[config.mk]
export PLATFORM = sky130hd
export DESIGN_NAME = flash_self_programming_ctrl
export DESIGN_NICKNAME = d
export VERILOG_FILES = /design/src/logic/flash_self_prog_pkg.sv /design/src/logic/flash_self_programming_ctrl.sv /design/src/logic/page_buffer_mem.sv /design/src/logic/rc_prog_timer.sv
export SDC_FILE = /design/constraint.sdc
export NUM_CORES = 1
export LEC_CHECK = 0
export BUFFER_PORTS_ARGS = -buffer_cell sky130_fd_sc_hd__clkbuf_2
export CAP_MARGIN = 20
export CELL_PAD_IN_SITES_DETAIL_PLACEMENT = 1
export CELL_PAD_IN_SITES_GLOBAL_PLACEMENT = 1
export CORE_MARGIN = 2
export CORE_UTILIZATION = 50
export CTS_BUF_LIST = sky130_fd_sc_hd__clkbuf_4 sky130_fd_sc_hd__clkbuf_8
export DETAILED_ROUTE_END_ITERATION = 7
export PLACE_DENSITY_LB_ADDON = 0.1
export SYNTH_ARGS = -nofsm -noshare
export SYNTH_HDL_FRONTEND = slang
export SYNTH_SLANG_ARGS = --single-unit
[constraint.sdc]
create_clock -name mclk_i -period 6 [get_ports mclk_i]
set_clock_uncertainty 0.15 [all_clocks]
set_input_delay 1.2 -clock mclk_i [delete_from_list [all_inputs] [get_ports mclk_i]]
set_output_delay 1.2 -clock mclk_i [all_outputs]
set_load 0.03 [all_outputs]
[src/logic/flash_self_prog_pkg.sv]
// Package with constants and carriers for the flash self-programming controller
// Function
// - A started erase or write runs to completion even through a reset
// - Programming time is counted on the internal RC oscillator tick
// - Each erase or write lasts 3.7 ms to 4.5 ms
// - Boot size fuses pick boot section start 1F80, 1F00, 1E00 or 1C00
// - Readable area is 112 pages 0000-1BFF, halting area 16 pages 1C00-1FFF
// - During erase or write only halting area code may be fetched
// - Program counter is 13 bits addressing 16-bit words
// - A page holds 64 words selected by the low six address bits
// - Page number comes from Z bits 13 to 7
// - Z bits 6 to 1 pick buffer word; zero for page write
// - Z bits 15 and 14 are ignored for all operations
// - Z bit 0 zero for stores; selects byte for program-memory reads
// - Enable bit reads set while a store operation is still running
// - Section busy flag set after erase or write until re-enabled or reset
// - Readable area stays blocked until re-enable command is issued or reset clears the busy flag
// - Store with only enable set loads r1:r0 into page buffer
// - Locked boot section refuses store writes; application section refuses them while app_lock_i is set
package flash_self_prog_pkg;
    localparam int PC_W = 13;
    localparam int PAGE_W = 7;
    localparam int WORD_W = 6;
    localparam int PAGE_WORDS = 64;
    localparam int Z_PAGE_LSB = 7;
    localparam int Z_PAGE_MSB = 13;
    localparam int Z_WORD_LSB = 1;
    localparam int Z_WORD_MSB = 6;
    localparam logic [12:0] HALT_START = 13'h1C00;
    localparam logic [12:0] BOOT_START_11 = 13'h1F80;
    localparam logic [12:0] BOOT_START_10 = 13'h1F00;
    localparam logic [12:0] BOOT_START_01 = 13'h1E00;
    localparam logic [12:0] BOOT_START_00 = 13'h1C00;
    localparam int RC_KHZ = 1000;
    localparam int PROG_MIN_US = 3700;
    localparam int PROG_MAX_US = 4500;
    localparam int PROG_TICKS = (PROG_MIN_US * RC_KHZ + 999) / 1000 + 1;
    localparam int ARM_WINDOW = 4;
    localparam int ARM_CYC_W = 3;

    typedef struct packed {
        logic section_reenable_cmd;
        logic page_write_cmd;
        logic page_erase_cmd;
        logic self_prog_enable;
    } ctrl_bits_t;

    typedef struct packed {
        logic [15:0] z;
        logic [15:0] data;
    } store_req_t;

    typedef enum logic [1:0] {
        OP_NONE,
        OP_ERASE,
        OP_WRITE,
        OP_REENABLE
    } op_t;
endpackage : flash_self_prog_pkg

[src/logic/flash_self_programming_ctrl.sv]
// Flash self-programming controller top
module flash_self_programming_ctrl #(
    parameter int PROG_TICKS = flash_self_prog_pkg::PROG_TICKS
) (
    // Clock and reset
    input wire logic mclk_i,
    input wire logic rst_i,
    input wire logic ce_i,
    input wire logic rc_tick_i,
    // Control register write
    input wire logic ctrl_wr_i,
    input wire flash_self_prog_pkg::ctrl_bits_t ctrl_wdata_i,
    output flash_self_prog_pkg::ctrl_bits_t ctrl_rdata_o,
    output logic section_busy_flag_o,
    // Store instruction
    input wire logic store_i,
    input wire flash_self_prog_pkg::store_req_t store_req_i,
    output logic store_refused_o,
    // Configuration
    input wire logic boot_size_hi_i,
    input wire logic boot_size_lo_i,
    input wire logic boot_lock_i,
    input wire logic app_lock_i,
    input wire logic eeprom_write_busy_i,
    // Fetch and byte reads
    input wire logic [15:0] fetch_addr_i,
    output logic fetch_allowed_o,
    input wire logic [15:0] read_z_i,
    input wire logic [15:0] read_word_i,
    output logic [7:0] read_byte_o,
    // Flash array side
    output logic flash_erase_o,
    output logic flash_write_o,
    output logic [6:0] flash_page_o,
    output logic [5:0] buf_word_o,
    output logic [15:0] buf_data_o,
    output logic prog_active_o
);
    initial begin
        if (PROG_TICKS < 2) begin
            $error("PROG_TICKS too small");
        end
    end

    ////////////////////////////////////////////////////////////////////////
    // Address decode
    function automatic logic [12:0] boot_start(input logic hi, input logic lo);
        unique case ({hi, lo})
            2'b11: boot_start = flash_self_prog_pkg::BOOT_START_11;
            2'b10: boot_start = flash_self_prog_pkg::BOOT_START_10;
            2'b01: boot_start = flash_self_prog_pkg::BOOT_START_01;
            2'b00: boot_start = flash_self_prog_pkg::BOOT_START_00;
        endcase
    endfunction : boot_start

    function automatic logic [12:0] z_to_pc(input logic [15:0] z);
        z_to_pc = z[13:1];
    endfunction : z_to_pc

    logic [12:0] boot_base;
    assign boot_base = boot_start(boot_size_hi_i, boot_size_lo_i);

    ////////////////////////////////////////////////////////////////////////
    // Arming window
    flash_self_prog_pkg::ctrl_bits_t armed;
    logic [2:0] arm_cnt;
    logic arm_live;
    assign arm_live = (arm_cnt != 3'h0);

    logic busy_op = 1'b0;
    logic blocked;
    logic timer_done;
    flash_self_prog_pkg::op_t op;

    always_ff @(posedge mclk_i) begin
        if (rst_i) begin
            armed <= '0;
            arm_cnt <= 3'h0;
        end else if (ce_i) begin
            if (ctrl_wr_i && ctrl_wdata_i.self_prog_enable && !busy_op) begin
                armed <= ctrl_wdata_i;
                arm_cnt <= 3'(flash_self_prog_pkg::ARM_WINDOW);
            end else if (store_i || arm_cnt == 3'h1) begin
                armed <= '0;
                arm_cnt <= 3'h0;
            end else if (arm_live) begin
                arm_cnt <= arm_cnt - 3'h1;
            end
        end
    end

    ////////////////////////////////////////////////////////////////////////
    // Command decode
    logic [12:0] store_pc;
    logic in_boot;
    logic locked;
    assign store_pc = z_to_pc(store_req_i.z);
    assign in_boot = store_pc >= boot_base;
    assign locked = in_boot ? boot_lock_i : app_lock_i;

    always_comb begin
        op = flash_self_prog_pkg::OP_NONE;
        if (armed.page_erase_cmd) begin
            op = flash_self_prog_pkg::OP_ERASE;
        end else if (armed.page_write_cmd) begin
            op = flash_self_prog_pkg::OP_WRITE;
        end else if (armed.section_reenable_cmd) begin
            op = flash_self_prog_pkg::OP_REENABLE;
        end
    end

    logic go;
    assign go = store_i && arm_live && !busy_op && !eeprom_write_busy_i;
    logic start_prog;
    assign start_prog = go && !locked && store_req_i.z[0] == 1'b0
        && (op == flash_self_prog_pkg::OP_ERASE || op == flash_self_prog_pkg::OP_WRITE);
    logic fill;
    assign fill = go && op == flash_self_prog_pkg::OP_NONE && store_req_i.z[0] == 1'b0;
    assign store_refused_o = store_i && !(start_prog || fill
        || (go && op == flash_self_prog_pkg::OP_REENABLE));

    ////////////////////////////////////////////////////////////////////////
    // Operation state, held across reset except the section busy flag, which reset clears
    always_ff @(posedge mclk_i) begin
        if (ce_i) begin
            if (start_prog) begin
                busy_op <= 1'b1;
            end else if (timer_done) begin
                busy_op <= 1'b0;
            end
        end
    end

    logic erase_run = 1'b0;
    logic write_run = 1'b0;
    logic [6:0] page_sel = 7'h00;

    always_ff @(posedge mclk_i) begin
        if (ce_i) begin
            if (start_prog) begin
                page_sel <= store_req_i.z[13:7];
                erase_run <= (op == flash_self_prog_pkg::OP_ERASE);
                write_run <= (op == flash_self_prog_pkg::OP_WRITE);
            end else if (timer_done) begin
                erase_run <= 1'b0;
                write_run <= 1'b0;
            end
        end
    end

    assign flash_erase_o = erase_run;
    assign flash_write_o = write_run;
    assign flash_page_o = page_sel;

    always_ff @(posedge mclk_i) begin
        if (rst_i) begin
            blocked <= 1'b0;
        end else if (ce_i) begin
            if (start_prog || busy_op) begin
                blocked <= 1'b1;
            end else if (go && op == flash_self_prog_pkg::OP_REENABLE) begin
                blocked <= 1'b0;
            end
        end
    end

    rc_prog_timer #(
        .TICKS(PROG_TICKS)
    ) u_timer (
        .mclk_i(mclk_i),
        .ce_i(ce_i),
        .start_i(start_prog),
        .rc_tick_i(rc_tick_i),
        .done_o(timer_done)
    );

    ////////////////////////////////////////////////////////////////////////
    // Page buffer
    logic [5:0] word_sel;
    assign word_sel = store_req_i.z[6:1];

    page_buffer_mem #(
        .WIDTH(16),
        .DEPTH(flash_self_prog_pkg::PAGE_WORDS),
        .AW(flash_self_prog_pkg::WORD_W)
    ) u_buf (
        .mclk_i(mclk_i),
        .ce_i(ce_i),
        .wr_i(fill),
        .waddr_i(word_sel),
        .wdata_i(store_req_i.data),
        .raddr_i(buf_word_o),
        .rdata_o(buf_data_o)
    );

    always_ff @(posedge mclk_i) begin
        if (rst_i) begin
            buf_word_o <= 6'h00;
        end else if (ce_i) begin
            if (start_prog) begin
                buf_word_o <= 6'h00;
            end else if (flash_write_o && rc_tick_i) begin
                buf_word_o <= buf_word_o + 6'h01;
            end
        end
    end

    ////////////////////////////////////////////////////////////////////////
    // Fetch gate and byte read
    logic fetch_halt_area;
    assign fetch_halt_area = z_to_pc({fetch_addr_i[14:0], 1'b0}) >=
        flash_self_prog_pkg::HALT_START;
    assign fetch_allowed_o = fetch_halt_area || !(busy_op || blocked);

    always_ff @(posedge mclk_i) begin
        if (rst_i) begin
            read_byte_o <= 8'h00;
        end else if (ce_i) begin
            read_byte_o <= read_z_i[0] ? read_word_i[15:8] : read_word_i[7:0];
        end
    end

    ////////////////////////////////////////////////////////////////////////
    // Status
    always_comb begin
        ctrl_rdata_o = armed;
        ctrl_rdata_o.self_prog_enable = armed.self_prog_enable || busy_op;
    end
    assign section_busy_flag_o = blocked;
    assign prog_active_o = busy_op;
endmodule : flash_self_programming_ctrl

[src/logic/page_buffer_mem.sv]
// Temporary page buffer with registered read data
module page_buffer_mem #(
    parameter int WIDTH = 16,
    parameter int DEPTH = 64,
    parameter int AW = 6
) (
    // Clock
    input wire logic mclk_i,
    input wire logic ce_i,
    // Write port
    input wire logic wr_i,
    input wire logic [AW-1:0] waddr_i,
    input wire logic [WIDTH-1:0] wdata_i,
    // Read port
    input wire logic [AW-1:0] raddr_i,
    output logic [WIDTH-1:0] rdata_o
);
    initial begin
        if (DEPTH != (1 << AW)) begin
            $error("page_buffer_mem depth must equal 2**AW");
        end
    end

    logic [WIDTH-1:0] mem [DEPTH];

    always_ff @(posedge mclk_i) begin
        if (ce_i && wr_i) begin
            mem[waddr_i] <= wdata_i;
        end
    end

    always_ff @(posedge mclk_i) begin
        if (ce_i) begin
            rdata_o <= mem[raddr_i];
        end
    end
endmodule : page_buffer_mem

[src/logic/rc_prog_timer.sv]
// Programming duration timer counted on the RC oscillator tick
module rc_prog_timer #(
    parameter int TICKS = 3700
) (
    // Clock
    input wire logic mclk_i,
    input wire logic ce_i,
    // Control
    input wire logic start_i,
    input wire logic rc_tick_i,
    output logic done_o
);
    initial begin
        if (TICKS < 2) begin
            $error("rc_prog_timer needs at least two ticks");
        end
    end

    logic [31:0] cnt = 32'h0000_0000;
    logic running = 1'b0;

    // Not reset: a started operation finishes across reset
    always_ff @(posedge mclk_i) begin
        if (ce_i) begin
            if (start_i) begin
                cnt <= 32'h0000_0000;
                running <= 1'b1;
            end else if (running && rc_tick_i) begin
                if (cnt == 32'(TICKS - 1)) begin
                    running <= 1'b0;
                end
                cnt <= cnt + 32'h0000_0001;
            end
        end
    end

    assign done_o = running && rc_tick_i && (cnt == 32'(TICKS - 1));
endmodule : rc_prog_timer
== Yosys cells after proc, flatten, opt, wreduce, memory -nomap -nowiden ==
Memory sizes are Yosys's and may differ from the RTL's. A register that Yosys moved wholly into a read port is not among the register bits.
Index checks and enable logic that the tools add are counted.

* Flip-flop bits (word level): 65
* Bits in writable memories: 1024
* Input bits: 95
* Output and inout port bits: 47
* Word-level logic and storage cells: 99
* Memories kept: 1

* Add/sub/neg operators: 3
* Order comparisons: 2
* Equal/unequal tests: 8
* Mux-type cells: 23
* Bitwise logic cells: 1
* Reduce and logical (&&, ||, !) cells: 47

{| class="wikitable"
|+ Memories
! memory !! words !! width !! read ports !! clocked after Yosys merged registers in !! wr ports !! line !! text
|-
| u_buf.mem || 64 || 16 || 1 || 1 || 1 || page_buffer_mem.sv:24 || <nowiki>logic [WIDTH-1:0] mem [DEPTH];</nowiki>
|}

{| class="wikitable"
|+ Operators with widths
! cell !! number
|-
| 13-bit one-hot mux with 4 select lines || 1
|-
| 32-bit by 1-bit adder with 32-bit output, second input constant || 1
|-
| 32-bit by 12-bit == test with 1-bit output, second input constant || 1
|-
| 32-bit 2-to-1 mux || 1
|-
| 1-bit logical AND || 16
|-
| 2-bit AND reduction || 7
|-
| 13-bit greater-or-equal comparator || 1
|-
| 13-bit greater-or-equal comparator, second input constant || 1
|-
| 6-bit 2-to-1 mux || 2
|-
| 2-bit nonzero test || 6
|-
| 1-bit 2-to-1 mux || 10
|-
| 3-bit 2-to-1 mux || 3
|-
| 2-bit == test, second input constant || 4
|-
| 1-bit logical OR || 8
|-
| 4-bit 2-to-1 mux || 2
|-
| 8-bit 2-to-1 mux || 1
|-
| 6-bit by 1-bit adder with 6-bit output, second input constant || 1
|-
| 2-bit 2-to-1 mux || 3
|-
| 3-bit nonzero test || 2
|-
| 1-bit zero test || 5
|-
| 2-bit by 1-bit == test with 1-bit output, second input constant || 2
|-
| 2-bit zero test || 2
|-
| 3-bit by 1-bit == test with 1-bit output, second input constant || 1
|-
| 3-bit AND reduction || 1
|-
| other kinds (2) || 2
|}

== Depth between registers and ports, before layout ==
* Depth after elaboration: 12
* Depth in mapped cells: 9
* Depth with buffers taken out: 8

== Cells and area by module ==
Synthesis repeated with hierarchy kept, for this count alone.

* Cells, all modules: 2171
* Area, all modules: 43723.2 sq um

{| class="wikitable"
|+ By module, submodules not included
! module !! times used !! cells each !! area an instance (sq um) !! sequential area each (sq um)
|-
| page_buffer_mem || 1 || 1807 || 40064.7 || 31230.0
|-
| rc_prog_timer || 1 || 186 || 1915.6 || 991.0
|-
| flash_self_programming_ctrl || 1 || 178 || 1742.9 || 740.7
|}

== Worst setup path before layout ==
No wires, ideal clock.

* Path type: in2reg
* Start: input port boot_size_lo_i
* End: register u_timer.cnt[0], enable pin
* Setup time: 0.432 ns
* Data arrival time: 4.160 ns
* Data required time: 5.418 ns
* Path slack: 1.259 ns
* Cell stages on the path: 7
* Buffers on the path: 0
* Cells stage by stage: and2_1 ha_1 or4bb_1 o211ai_1 a21bo_2 nand2_1 a21oi_1

* Cells in the longest elaborated chain, start to end: 10
* Elaborated cells on any way between the ends: 13
* Those cells by class: 1 x order compare; 3 x eq/ne; 2 x mux; 7 x reduce/logical

{| class="wikitable"
|+ Ends and longest elaborated chain
! element !! line !! text
|-
| start, declared || flash_self_programming_ctrl.sv:21 || <nowiki>input wire logic boot_size_lo_i,</nowiki>
|-
| 2-bit by 1-bit == test with 1-bit output, or another cell as far along || flash_self_programming_ctrl.sv:48 || <nowiki>unique case ({hi, lo})</nowiki>
|-
| 13-bit one-hot mux with 4 select lines * || flash_self_programming_ctrl.sv:48 ||
|-
| 13-bit greater-or-equal comparator * || flash_self_programming_ctrl.sv:98 || <nowiki>assign in_boot = store_pc >= boot_base;</nowiki>
|-
| 1-bit 2-to-1 mux * || flash_self_programming_ctrl.sv:99 || <nowiki>assign locked = in_boot ? boot_lock_i : app_lock_i;</nowiki>
|-
| 1-bit zero test * || flash_self_programming_ctrl.sv:115 || <nowiki>assign start_prog = go && !locked && store_req_i.z[0] == 1'b0</nowiki>
|-
| 1-bit logical AND * (2 in series) || flash_self_programming_ctrl.sv:115 ||
|-
| 1-bit logical AND * || flash_self_programming_ctrl.sv:116 || <nowiki>&& (op == flash_self_prog_pkg::OP_ERASE || op == flash_self_prog_pkg::OP_WRITE);</nowiki>
|-
| 2-bit nonzero test (no source line) * || -- ||
|-
| 2-bit AND reduction (no source line) * || -- ||
|-
| end signal, assigned || rc_prog_timer.sv:32 || <nowiki>cnt <= cnt + 32'h0000_0001;</nowiki>
|-
| end, declared || rc_prog_timer.sv:19 || <nowiki>logic [31:0] cnt = 32'h0000_0000;</nowiki>
|}

Mark *: on every way between the ends. The rest lies on a longest branch, timed or not. The select of a mux whose other input is x is not followed.
A chain may end at the register's enable or synchronous reset.

== Worst setup path after layout ==
* Start: input port store_req_i[20] (netlist name)
* End: output port store_refused_o

* Cells in the longest elaborated chain, start to end: 10

{| class="wikitable"
|+ Ends and longest elaborated chain
! element !! line !! text
|-
| start, declared || flash_self_programming_ctrl.sv:17 || <nowiki>input wire flash_self_prog_pkg::store_req_t store_req_i,</nowiki>
|-
| 13-bit greater-or-equal comparator || flash_self_programming_ctrl.sv:98 ||
|-
| 1-bit 2-to-1 mux || flash_self_programming_ctrl.sv:99 ||
|-
| 1-bit zero test || flash_self_programming_ctrl.sv:115 ||
|-
| 1-bit logical AND (2 in series) || flash_self_programming_ctrl.sv:115 ||
|-
| 1-bit logical AND || flash_self_programming_ctrl.sv:116 ||
|-
| 1-bit logical OR || flash_self_programming_ctrl.sv:119 || <nowiki>assign store_refused_o = store_i && !(start_prog || fill</nowiki>
|-
| 1-bit logical OR || flash_self_programming_ctrl.sv:120 || <nowiki>|| (go && op == flash_self_prog_pkg::OP_REENABLE));</nowiki>
|-
| 1-bit zero test || flash_self_programming_ctrl.sv:119 ||
|-
| 1-bit logical AND || flash_self_programming_ctrl.sv:119 ||
|-
| end, declared || flash_self_programming_ctrl.sv:18 || <nowiki>output logic store_refused_o,</nowiki>
|}

Every way passes these cells.

==> out/metrics.cfg <==
[global_routing]
antenna_found_initial=4
grt_max_degree=65
grt_pass1_wl_um=157000
overflow=0
grt_use_total_pct=24.6
grt_pass1_vias=23400

[clock_network]
insertion_delay_ns=0.84
cts-resized-gates=0
htree_levels=4
hold_buffers=0
clk_path_buf_depth=3
cts_made_buffers=176
postCtsSetupBuffers=0
cts_root_buf=clkbuf_8
cts_sinks=1105
cts_tree=done
clkTransAtPathRegs_ns=0.06

[drt]
vias=21800
drt-initial-drc-count=1915
wl_um=107000
via_per_inst=5.97
wire_per_inst_um=29.3
drtPass1Iterations=5
drc=0
antenna_left=0

[yosys]
yosysSeqAreaShare_pct=76.4
synth.top_cell.area_share_pct=75.4
async_flop_share_pct=0
synth-edff-count=1083
ys_warn_count=0
ys.flop_type=edfxtp_1
ys_ff_latch=1105
yosys-top-cells-count=edfxtp_1 (1083), mux4_2 (267), nor2_1 (121)
syn_nets=2180
synth_area_sq_um=43200
synth.most_common_cell=edfxtp_1
yosys.area.top_type=edfxtp_1
yosysUniqueCellTypes=60
synth.avg_cell_area_sq_um=20.8
netlist_instances=2072
yosys-top-cells-area=edfxtp_1 (75%), mux4_2 (14%), nor2_1 (1.1%), dfxtp_1 (1.0%), mux2i_1 (0.97%)

[timing]
slew_violations=0
setup_ws_ns=1.42
fmax_mhz=218
hold_viol_final=0
setup_viol=0
fin_crit_ns=4.58
min_period_over_period_pct=76.4
relSlewSlack_pct=27.2
worst_slew_pin_slew_ns=1.09
finalSetupTns_ns=0
rsz0062_at_grt=no

[final_layout]
final_nets=2462
syn_to_final_growth_pct=13.5
drive_above_1_share_pct=32.6

[die]
die_w_um=298
ios=142
die_y_um=298
start_util_pct=50.5
core.rowCount=107
dieArea_sq_um=88700
core_sq_um=85400

[critical_path]
reg2reg_from=arm_cnt[0]$_SDFFE_PP0P_
crit_arrival_ns=3.23
path_class=input pin to output port
end_kind=output port
cp-start-kind=input pin
cp_max_fo=10
r2r_end=u_buf.mem[61][9]$_DFFE_PP_
critPathCapture=store_refused_o
reg2reg_slack_ns=1.96
setup.worst_path.start=store_req_i[20]
reg2reg_depth=7
crit_required_ns=4.65

[flow_run]
drv_cap=0

[pwr]
power_density_nw_per_um2=311
fin_total_pwr_w=0.0152
peakVddDrop_mv=0.223
power.leakage_nw=15.4

[run_status]
status=completed

[hold_path]
hold_class=register to register

[place]
gp_congestion=0.827
portBuffers=111
pre_cts_ws_ns=1.43
hpwlAfterDp_um=62000

==> kinds of logic after synthesis <==
family | count (synthesis) | share of synthesized area, %
multiplexers | 317 | 15.1
adder cells (fa/ha/maj) | 13 | 0.377
buffers and inverters | 137 | 1.38
AO/OA/AOI/OAI | 161 | 2.70
XOR/XNOR | 29 | 0.589
flip-flops | 1105 | 76.4
AND/OR/NAND/NOR | 310 | 3.47
==> report_power, final <==
part / total [W] / switching, W / internal [W]
Clock: 0.00624 / 0.00296 / 0.00328
Combinational: 0.000477 / 0.000303 / 0.000174
Sequential: 0.00851 / 0.0000224 / 0.00849
==> metrics by stage <==
stage	hold slack, ns	std cells	cell area [sq um]	utilization, %
floorplan	0.299	2072	43200	-
global route	0.363	3641	49000	57.3
finish	0.338	3643	49000	57.3
CTS	0.333	3638	48900	57.3
global placement	0.311	3318	45500	53.3
detailed placement	0.332	3318	45500	53.3
==> state kept, by name (all words and copies together) (netlist names), 3 cells and up <==
| register | cells |
|---|---|
| u_timer.cnt | 32 |
| ctrl_rdata_o | 3 |
| u_buf.rdata_o | 16 |
| read_byte_o | 8 |
| buf_word_o | 6 |
| flash_page_o | 7 |
| arm_cnt | 3 |
| u_buf.mem | 1024 |
==> layout make-up <==
type,count,area [sq um]
antenna,3,7.51
clock buffer,242,2940
clock inverter,78,473
fill,7499,36400
inverter,18,67.6
multi-input combinational,830,9640
sequential,1105,33000
tap,1144,1430
timing repair buffer,223,1440
==> how the worst min path moves through the flow <==
stage                                from                    endpoint  depth (start not counted)  slack, ns
2_1_floorplan       armed[0]$_SDFFE_PP0P_       armed[0]$_SDFFE_PP0P_                          2       0.30
3_3_place_gp      arm_cnt[0]$_SDFFE_PP0P_     arm_cnt[0]$_SDFFE_PP0P_                          2       0.31
3_5_place_dp   buf_word_o[4]$_SDFFE_PP0P_  buf_word_o[4]$_SDFFE_PP0P_                          2       0.33
4_1_cts                   store_req_i[27]   flash_page_o[4]$_DFFE_PP_                          1       0.33
5_1_grt                   store_req_i[27]   flash_page_o[4]$_DFFE_PP_                          1       0.36
6_report       buf_word_o[4]$_SDFFE_PP0P_  buf_word_o[4]$_SDFFE_PP0P_                          2       0.34
==> per-layer routing <==
layer	vias up	wire length, um	global-route usage [%]
met5	-	36	0
met4	6	3600	9.87
met3	197	7030	5.84
met2	778	51800	38.9
met1	11600	44300	33.2
li1	9213	-	-
==> worst max-delay path, cell delays in order <==
cell,delay [ns]
clkbuf_2,0.17
or3_1,0.52
a31oi_1,0.24
a311oi_2,0.56
nand2_1,0.16
o2111a_1,0.18
clkbuf_2,0.18
==> cells in the final DEF (no fill, tap or decap), types with 18 or more instances in the layout <==
cell      synthesis  routed
clkbuf_8          0     180
nor2_1          121     118
clkinv_1          1      40
clkbuf_4          0      62
a22oi_1          51      51
buf_4             7     108
mux2i_1          42      42
nor3_1           18      18
clkinv_2          0      23
edfxtp_1       1083    1083
nand2_1          63      63
clkbuf_2          1     111
a21oi_1          43      42
xor2_1           19      19
mux4_2          267     267
No activity file was read; power rests on OpenSTA's default activity.
